`config.mk`:
```
export PLATFORM = sky130hd
export DESIGN_NAME = rdsw_top
export DESIGN_NICKNAME = d
export VERILOG_FILES = /design/src/rdsw_pkg.sv /design/src/rdsw_top.sv
export SDC_FILE = /design/constraint.sdc
export NUM_CORES = 1
export LEC_CHECK = 0
export BUFFER_PORTS_ARGS = -buffer_cell sky130_fd_sc_hd__buf_2
export CAP_MARGIN = 20
export CORE_UTILIZATION = 40
export CTS_BUF_LIST = sky130_fd_sc_hd__clkbuf_4 sky130_fd_sc_hd__clkbuf_8
export CTS_CLUSTER_DIAMETER = 80
export DETAILED_ROUTE_END_ITERATION = 10
export GPL_TIMING_DRIVEN = 0
export MAX_ROUTING_LAYER = met4
export PLACE_DENSITY_LB_ADDON = 0.05
export SLEW_MARGIN = 20
export SYNTH_ARGS = -nofsm -noshare
export SYNTH_HDL_FRONTEND = slang
export SYNTH_SLANG_ARGS = --single-unit
```
`constraint.sdc`:
```
create_clock -name clk_sys -period 1.75 [get_ports clk_sys]
set_clock_uncertainty 0.05 [all_clocks]
set_input_delay 0.0875 -clock clk_sys [delete_from_list [all_inputs] [get_ports clk_sys]]
set_output_delay 0.0875 -clock clk_sys [all_outputs]
set_load 0.05 [all_outputs]
```
`src/rdsw_pkg.sv`:
```
// rdsw_pkg: constants shared by the receive descriptor status writeback block.
// assumes: descriptor words are 16 bits, register port data 16 bits wide.
`default_nettype none
package rdsw_pkg;
  // ----------------------------------------------------------------
  // register offsets
  // ----------------------------------------------------------------
  localparam logic [7:0] REG_CTRL     = 8'h00;
  localparam logic [7:0] REG_LAST     = 8'h04;
  localparam logic [7:0] REG_BADDR_LO = 8'h08;
  localparam logic [7:0] REG_BADDR_HI = 8'h0C;
  localparam logic [7:0] REG_FLAGS    = 8'h10;
  localparam logic [15:0] CTRL_RST    = 16'h0000;
  // control bits
  localparam int SSM_BIT  = 5;
  localparam int LPBK_BIT = 0;
  // ----------------------------------------------------------------
  // rx_desc_word1 field positions
  // ----------------------------------------------------------------
  localparam int OWN_BIT  = 15;
  localparam int ERR_BIT  = 14;
  localparam int FRAMING_FAULT_BIT = 13;
  localparam int OVERFLOW_LOSS_BIT = 12;
  localparam int CRC_BIT  = 11;
  localparam int CHAIN_BUFFER_FAULT_BIT = 10;
  localparam int STP_BIT  = 9;
  localparam int ENP_BIT  = 8;
  localparam int LEN_W    = 12;
  typedef enum logic [2:0] {
    ST_IDLE, ST_FILL, ST_CHAIN, ST_WB_LEN, ST_WB_STAT
  } rdsw_state_t;
endpackage
`default_nettype wire

```
`src/rdsw_top.sv`:
```
// rdsw_top: receive descriptor ownership, buffer address and status writeback.
// assumes: descriptor fetch, receive path and memory writer share clk_sys;
// the memory writer stores wb_data into the current descriptor on wb_ready.
//
// Added by the designer: the placing of the registers and the plain strobed port.
`timescale 1ns/100ps
`default_nettype none
module rdsw_top (
  // clock and reset
  input  wire logic        clk_sys,
  input  wire logic        rst_n,
  // register port
  input  wire logic [7:0]  reg_addr,
  input  wire logic [15:0] reg_wdata,
  input  wire logic        reg_wr,
  input  wire logic        reg_rd,
  output logic      [15:0] reg_rdata,
  // descriptor fetch
  input  wire logic        desc_valid,
  input  wire logic [15:0] desc_word0,
  input  wire logic [15:0] desc_word1,
  output logic             desc_take,
  // receive path events
  input  wire logic        rx_buf_full,
  input  wire logic        rx_end,
  input  wire logic        rx_crc_err,
  input  wire logic        rx_dribble,
  input  wire logic        rx_fifo_ovf,
  input  wire logic [11:0] rx_byte_cnt,
  // buffer in use
  output logic      [23:0] buf_addr,
  output logic             buf_active,
  // descriptor writeback
  output logic             wb_valid,
  output logic             wb_sel,
  output logic      [15:0] wb_data,
  input  wire logic        wb_ready
);
  // ----------------------------------------------------------------
  // state and flags
  // ----------------------------------------------------------------
  rdsw_pkg::rdsw_state_t state_r, state_nxt;
  logic [15:0] ctrl_r;
  logic [15:0] cur_w0_r, cur_w1_r, pend_w0_r, pend_w1_r;
  logic [15:0] last_r;
  logic        framing_fault_r, overflow_loss_r, crc_r, chain_buffer_fault_r, stp_r, enp_r, cont_r;
  logic        framing_fault_nxt, overflow_loss_nxt, crc_nxt, chain_buffer_fault_nxt, enp_nxt, cont_nxt;
  logic [11:0] len_r, len_nxt;
  logic        ssm, lpbk, owned, err_sum;
  logic [15:0] stat_word;

  assign ssm   = ctrl_r[rdsw_pkg::SSM_BIT];
  assign lpbk  = ctrl_r[rdsw_pkg::LPBK_BIT];
  assign owned = desc_word1[rdsw_pkg::OWN_BIT];

  assign err_sum = framing_fault_r | overflow_loss_r | crc_r | chain_buffer_fault_r;

  function automatic logic [15:0] stat_fn(input logic e, input logic f,
                                          input logic o, input logic c,
                                          input logic b, input logic s,
                                          input logic n, input logic [7:0] h);
    stat_fn = {1'b0, e, f, o, c, b, s, n, h};
  endfunction

  // ownership bit written as zero with the status
  assign stat_word = stat_fn(err_sum, framing_fault_r, overflow_loss_r, crc_r, chain_buffer_fault_r,
                             stp_r, enp_r, cur_w1_r[7:0]);

  // ----------------------------------------------------------------
  // next state and status
  // ----------------------------------------------------------------
  always_comb begin
    state_nxt = state_r;
    framing_fault_nxt  = framing_fault_r;
    overflow_loss_nxt  = overflow_loss_r;
    crc_nxt   = crc_r;
    chain_buffer_fault_nxt  = chain_buffer_fault_r;
    enp_nxt   = enp_r;
    cont_nxt  = cont_r;
    len_nxt   = len_r;
    case (state_r)
      rdsw_pkg::ST_IDLE: begin
        // an owned descriptor means the host has emptied it
        if (desc_valid && owned) begin
          state_nxt = rdsw_pkg::ST_FILL;
        end
      end
      rdsw_pkg::ST_FILL: begin
        if (rx_fifo_ovf) begin
          // frame data lost, last_segment stays clear
          overflow_loss_nxt  = 1'b1;
          enp_nxt   = 1'b0;
          cont_nxt  = 1'b0;
          state_nxt = rdsw_pkg::ST_WB_LEN;
        end else if (rx_end) begin
          enp_nxt   = 1'b1;
          crc_nxt   = rx_crc_err;
          // dribble bits alone are not a framing fault
          framing_fault_nxt  = rx_crc_err & rx_dribble & ~lpbk;
          len_nxt   = rx_byte_cnt;
          cont_nxt  = 1'b0;
          state_nxt = rdsw_pkg::ST_WB_LEN;
        end else if (rx_buf_full) begin
          state_nxt = rdsw_pkg::ST_CHAIN;
        end
      end
      rdsw_pkg::ST_CHAIN: begin
        if (rx_fifo_ovf) begin
          // both faults arise at the same moment here
          chain_buffer_fault_nxt  = 1'b1;
          overflow_loss_nxt  = 1'b1;
          cont_nxt  = 1'b0;
          state_nxt = rdsw_pkg::ST_WB_LEN;
        end else if (desc_valid) begin
          // next buffer still belongs to the host
          chain_buffer_fault_nxt  = ~owned;
          cont_nxt  = owned;
          state_nxt = rdsw_pkg::ST_WB_LEN;
        end
      end
      rdsw_pkg::ST_WB_LEN: begin
        // length first, status and release second
        if (wb_ready) begin
          state_nxt = rdsw_pkg::ST_WB_STAT;
        end
      end
      rdsw_pkg::ST_WB_STAT: begin
        if (wb_ready) begin
          framing_fault_nxt  = 1'b0;
          overflow_loss_nxt  = 1'b0;
          crc_nxt   = 1'b0;
          chain_buffer_fault_nxt  = 1'b0;
          enp_nxt   = 1'b0;
          len_nxt   = 12'h000;
          state_nxt = cont_r ? rdsw_pkg::ST_FILL : rdsw_pkg::ST_IDLE;
        end
      end
      default: begin
        state_nxt = rdsw_pkg::ST_IDLE;
      end
    endcase
  end

  always_ff @(posedge clk_sys) begin
    if (!rst_n) begin
      state_r <= rdsw_pkg::ST_IDLE;
      framing_fault_r  <= 1'b0;
      overflow_loss_r  <= 1'b0;
      crc_r   <= 1'b0;
      chain_buffer_fault_r  <= 1'b0;
      enp_r   <= 1'b0;
      cont_r  <= 1'b0;
      len_r   <= 12'h000;
    end else begin
      state_r <= state_nxt;
      framing_fault_r  <= framing_fault_nxt;
      overflow_loss_r  <= overflow_loss_nxt;
      crc_r   <= crc_nxt;
      chain_buffer_fault_r  <= chain_buffer_fault_nxt;
      enp_r   <= enp_nxt;
      cont_r  <= cont_nxt;
      len_r   <= len_nxt;
    end
  end

  // ----------------------------------------------------------------
  // descriptor capture
  // ----------------------------------------------------------------
  // unowned descriptors are consumed too, so the poller moves on
  assign desc_take = desc_valid && (state_r == rdsw_pkg::ST_IDLE ||
                     (state_r == rdsw_pkg::ST_CHAIN && !rx_fifo_ovf));

  always_ff @(posedge clk_sys) begin
    if (!rst_n) begin
      cur_w0_r  <= 16'h0000;
      cur_w1_r  <= 16'h0000;
      pend_w0_r <= 16'h0000;
      pend_w1_r <= 16'h0000;
      stp_r     <= 1'b0;
    end else if (state_r == rdsw_pkg::ST_IDLE && desc_valid && owned) begin
      cur_w0_r <= desc_word0;
      cur_w1_r <= desc_word1;
      // host owns first_segment in software mode
      stp_r    <= ssm ? desc_word1[rdsw_pkg::STP_BIT] : 1'b1;
    end else if (state_r == rdsw_pkg::ST_CHAIN && desc_valid && !rx_fifo_ovf) begin
      pend_w0_r <= desc_word0;
      pend_w1_r <= desc_word1;
    end else if (state_r == rdsw_pkg::ST_WB_STAT && wb_ready && cont_r) begin
      cur_w0_r <= pend_w0_r;
      cur_w1_r <= pend_w1_r;
      // later buffers of a chain are not first
      stp_r    <= ssm ? pend_w1_r[rdsw_pkg::STP_BIT] : 1'b0;
    end
  end

  // no alignment or length check on the buffer
  assign buf_addr   = {cur_w1_r[7:0], cur_w0_r};
  assign buf_active = (state_r == rdsw_pkg::ST_FILL);

  // ----------------------------------------------------------------
  // writeback
  // ----------------------------------------------------------------
  // writes happen only while the descriptor is still ours
  assign wb_valid = (state_r == rdsw_pkg::ST_WB_LEN) ||
                    (state_r == rdsw_pkg::ST_WB_STAT);
  assign wb_sel   = (state_r == rdsw_pkg::ST_WB_STAT);
  // both words come from flops; the length word's top bits are reserved zero
  assign wb_data  = wb_sel ? stat_word : {4'h0, len_r};

  always_ff @(posedge clk_sys) begin
    if (!rst_n) begin
      last_r <= 16'h0000;
    end else if (wb_valid && wb_sel && wb_ready) begin
      last_r <= stat_word;
    end
  end

  // ----------------------------------------------------------------
  // register port
  // ----------------------------------------------------------------
  always_ff @(posedge clk_sys) begin
    if (!rst_n) begin
      ctrl_r <= rdsw_pkg::CTRL_RST;
    end else if (reg_wr && reg_addr == rdsw_pkg::REG_CTRL) begin
      ctrl_r <= reg_wdata & 16'h0021;
    end
  end

  always_ff @(posedge clk_sys) begin
    if (!rst_n) begin
      reg_rdata <= 16'h0000;
    end else if (reg_rd) begin
      case (reg_addr)
        rdsw_pkg::REG_CTRL:     reg_rdata <= ctrl_r;
        rdsw_pkg::REG_LAST:     reg_rdata <= last_r;
        rdsw_pkg::REG_BADDR_LO: reg_rdata <= cur_w0_r;
        rdsw_pkg::REG_BADDR_HI: reg_rdata <= {8'h00, cur_w1_r[7:0]};
        rdsw_pkg::REG_FLAGS:    reg_rdata <= {13'h0000, cont_r, buf_active, wb_valid};
        default:                reg_rdata <= 16'h0000;
      endcase
    end else begin
      reg_rdata <= 16'h0000;
    end
  end
endmodule
`default_nettype wire

```
==> flow_summary.rst <==
.. list-table::
   :header-rows: 1

   * - Metric
     - Value
   * - Setup-failing EPs final
     - 56
   * - Mean instance size in the synthesized netlist
     - approximately 8.2 um^2
   * - Max-cap violations
     - 0
   * - Clock network latency to the later pin of the worst-skew pair
     - 0.37 ns
   * - Leakage
     - ~2.7 nW
   * - CTS sink cnt
     - between 100 and 150
   * - Post-layout worst setup margin
     - -0.2381 ns
   * - Warnings from Yosys
     - 0
   * - Buf+Inv Stages, Crit Path
     - 4
   * - Number of diodes added for antenna fixing
     - 0
   * - Critical Path Source Type
     - flip-flop
   * - Detail-routed via count per cell
     - 5.192
   * - Kind of path behind the tightest hold check
     - in2reg
   * - Timing-limited maximum frequency
     - 503.0 MHz
   * - RSZ-0062 raised after global routing
     - yes
   * - Share of Yosys cell area claimed by the top area cell type
     - 0.4580
   * - Post-route cell area
     - 6807 um^2
   * - Number of antenna violations at the first check in global routing
     - 0
   * - Required time of the critical path
     - 1.61 ns
   * - First-pass detailed-route iteration total
     - 5
   * - Die extent in y
     - 108.6 um
   * - Start-to-end type of the worst setup path
     - reg2out
   * - Internal portion of total power
     - 4.534 mW
   * - Synthesized Nets
     - 631
   * - Violated checks
     - setup timing
   * - Area growth from synthesis to layout
     - 49.74%
   * - Slew at the pin closest to its max-slew limit
     - just under 0.8 ns
   * - Std cell rows
     - 38
   * - Worst vdd ir
     - 0.5574 mV
   * - Most used standard cell by instance count after synthesis
     - nand2_1
   * - Asr flop ratio synth
     - 0
   * - Part of the power in the clock network
     - 0.246
   * - Library cell contributing the largest single delay on the critical path
     - or3b_4
   * - Cell Chain, Critical Path
     - buf_6 > or3b_4 > clkbuf_16 > clkbuf_16 > nor2_4 > buf_8
   * - Final Net Count
     - roughly 810
   * - Vias after detailed routing
     - 4,569
   * - Starting Density
     - 0.4157
   * - Most used flip-flop cell after synthesis
     - dfxtp_1
   * - Post-route worst hold slack
     - approximately 0.02 ns
   * - Setup TNS after final layout
     - -7.100 ns
   * - Synth Cell Area
     - ~4500 um^2
   * - Slew Viols, Final
     - 0
   * - Yosys reg bits
     - 104
   * - Filler Cells Inserted
     - 950
   * - Post-detailed-routing wire length
     - around 14 mm
   * - Top Family by Delay on Critical Path
     - buffers and inverters
   * - Total Routing Usage GR
     - 0.2522
   * - Hold_sp
     - reg_addr[1]
   * - Synth cell count leaders
     - 125 x nand2_1, 104 x dfxtp_1, 54 x nor2_1
   * - Area after DPL
     - 5425 um^2
   * - Number of design rule violations left after detail routing
     - 0
   * - Portion of total power attributed to sequential cells
     - 0.398
   * - Port-buffer cells
     - 114
   * - Power per standard cell area
     - 1051 nW/um^2
   * - Clock tree from TritonCTS
     - built
   * - Most prevalent standard cell on the critical path
     - clkbuf_16
   * - Buffer levels on the longest clock path
     - 2
   * - Switching share of total power
     - 0.3662
   * - Worst Hold End
     - reg_rdata[1]$_SDFF_PN0_
   * - Portion of the post-synthesis area used by sequential elements
     - 0.4580
   * - Fraction of power consumed by combinational cells
     - 0.356
   * - I/O pins
     - 139
   * - TritonCTS buffer count
     - 9
   * - Core area
     - approximately 11,000 um^2
   * - Vias in the first global route
     - 4,215
   * - Fraction of layout instances using a drive strength above 1
     - 0.3473
   * - Cell count after synthesis
     - 552
   * - Count of endpoints failing hold in the final timing report
     - 0
   * - Leftover overflow at the end of global routing
     - 0
   * - Die Area
     - ~12,000 um^2
   * - Clock-pin slew on the worst setup and hold paths
     - roughly 0.10 ns
   * - Period minus WS final
     - around 2.0 ns
   * - Crit Reg-Reg Startpoint
     - state_r[2]$_SDFFE_PN0P_
   * - Endpoint type of the worst setup path
     - output port
   * - Wire length of the first global-routing pass
     - 21.82 mm
   * - Maximum fanout count along the critical path
     - 9
   * - Number of library cell types mapped by synthesis
     - 50
   * - Largest stage delay, worst path
     - between 0.4 and 0.5 ns
   * - Pre-CTS setup slack
     - -0.5306 ns
   * - Result of the run
     - finished with violations
   * - Post-detailed-placement half-perimeter wirelength
     - 10.00 mm
   * - Cell taking the most area after synthesis
     - dfxtp_1
   * - Width of the die
     - 108.6 um
   * - Largest net degree at the start of global routing
     - 16
   * - Relative slew margins
     - 0.4829
   * - Routed len/inst
     - 16.43 um
   * - Reg-to-reg slack, setup
     - -0.21 ns
   * - Switch Pwr
     - roughly 2.6 mW
   * - Arrival time at the worst endpoint
     - 1.85 ns
   * - Antenna-violating nets left
     - 0
   * - Number of violations reported at the end of detailed-routing iteration 0
     - 282
   * - Capture instance of the worst register-to-register path
     - cur_w0_r[13]$_SDFFE_PN0P_
   * - Clock root buffer
     - clkbuf_8
   * - H-Tree Level Count
     - 3
   * - Min-Delay Path Depth
     - 3
   * - Cell depth of the worst flop-to-flop path
     - 7
   * - Routability congestion estimate from global placement
     - 0.8294
   * - Dominant cells by area after synthesis
     - dfxtp_1 46%, nand2_1 10%, mux2i_1 7.5%
   * - Share of the cycle needed by the critical path after routing
     - 1.136
   * - Number of flops mapped to enable cells by yosys
     - 0
worst max-delay path by stage:
| stage | end | from | slack, ns | cells after the start |
|---|---|---|---|---|
| 2_1_floorplan | reg_rdata[0]$_SDFF_PN0_ | state_r[0]$_SDFFE_PN0P_ | -0.14 | 5 |
| 3_3_place_gp | pend_w0_r[7]$_SDFFE_PN0P_ | state_r[2]$_SDFFE_PN0P_ | -0.51 | 6 |
| 3_5_place_dp | pend_w0_r[15]$_SDFFE_PN0P_ | state_r[2]$_SDFFE_PN0P_ | -0.53 | 6 |
| 4_1_cts | wb_data[14] | state_r[2]$_SDFFE_PN0P_ | -0.24 | 6 |
| 5_1_grt | cur_w0_r[2]$_SDFFE_PN0P_ | state_r[2]$_SDFFE_PN0P_ | -0.32 | 7 |
| 6_report | wb_data[14] | state_r[1]$_SDFFE_PN0P_ | -0.24 | 6 |
through the flow:
step	std cells	utilization	power [mW]
after floorplan	552	-	4.433
after global placement	806	0.4961	5.004
after detailed placement	806	0.4961	5.029
after CTS	870	0.5897	6.999
after global routing	880	0.6224	7.482
final	880	0.6224	7.155
cells by family after synthesis:
logic type | synth area share
buffers and inverters | 0.05367
muxes | 0.08478
xor gates and xnor gates | 0.001927
and+or+nand+nor | 0.2381
other | 0.0008250
AOI/OAI and AO/OA | 0.1627
DFF | 0.4580
cell type report:
cell class                      count  area (um^2)  share of cell area
Inverter                            5        23.77            0.003493
Clock buffer                       14        180.2             0.02647
Timing Repair Buffer              172         1325              0.1947
Sequential cell                   104         2085              0.3063
Clock inverter                      2        60.06            0.008824
Multi-Input combinational cell    399         2572              0.3779
Buffer                             44        385.4             0.05662
Tap cell                          140        175.2             0.02574
placed cells by master, fill, tap and decap left out, types with 21 or more instances in the layout:
cell	Yosys	routed
a211oi_1	28	28
buf_8	0	22
buf_2	10	102
a21oi_1	49	34
mux2i_1	34	34
nand2_1	125	90
dlygate4sd3_1	0	43
nand2_4	0	21
nor2_1	54	53
nand3_1	27	21
dfxtp_1	104	102
power by group through the flow:
stage               registers (mW)  clock network (mW)  logic [mW]
global route                  2.87                1.90        2.71
floorplan                     3.15                   0        1.28
global placement              2.87                   0        2.13
detailed placement            2.87                   0        2.15
finish                        2.85                1.76        2.55
CTS                           2.83                1.80        2.37
worst reg2reg max path: stages, from the launching register on:
cell and delay, ns:
dfxtp_2 0.33, buf_6 0.12, nor4b_1 0.41, and2_1 0.24, buf_6 0.17, buf_6 0.19
mux2i_1 0.22, a211oi_1 0.09
sequential cells by signal, summed over array words and instances (netlist names):
| name | flops |
|---|---|
| ctrl_r | 2 |
| overflow_loss_r | 1 |
| cur_w0_r | 16 |
| enp_r | 1 |
| reg_rdata | 16 |
| pend_w1_r | 9 |
| len_r | 12 |
| framing_fault_r | 1 |
| chain_buffer_fault_r | 1 |
| crc_r | 1 |
| last_r | 15 |
| cont_r | 1 |
| pend_w0_r | 16 |
| stp_r | 1 |
| cur_w1_r | 8 |
| state_r | 3 |
repair_timing:
| action | 4_1_cts | 5_1_grt |
|---|---|---|
| resized for setup | 90 | 85 |
| setup buffers | 4 | 9 |
| setup endpoints to repair | 95 | 95 |
| endpoints found under the hold margin | 43 | 0 |
| hold buffers | 43 | 0 |
| cloned | 1 | 1 |
| pin swaps | 16 | 14 |
layer usage:
layer,routed length (um),GRT usage
met1,6485,0.3263
met3,682,0.02893
met4,187,0.08398
met5,0,-
met2,7104,0.4082
Note: power is estimated with default switching activity, not from simulation.
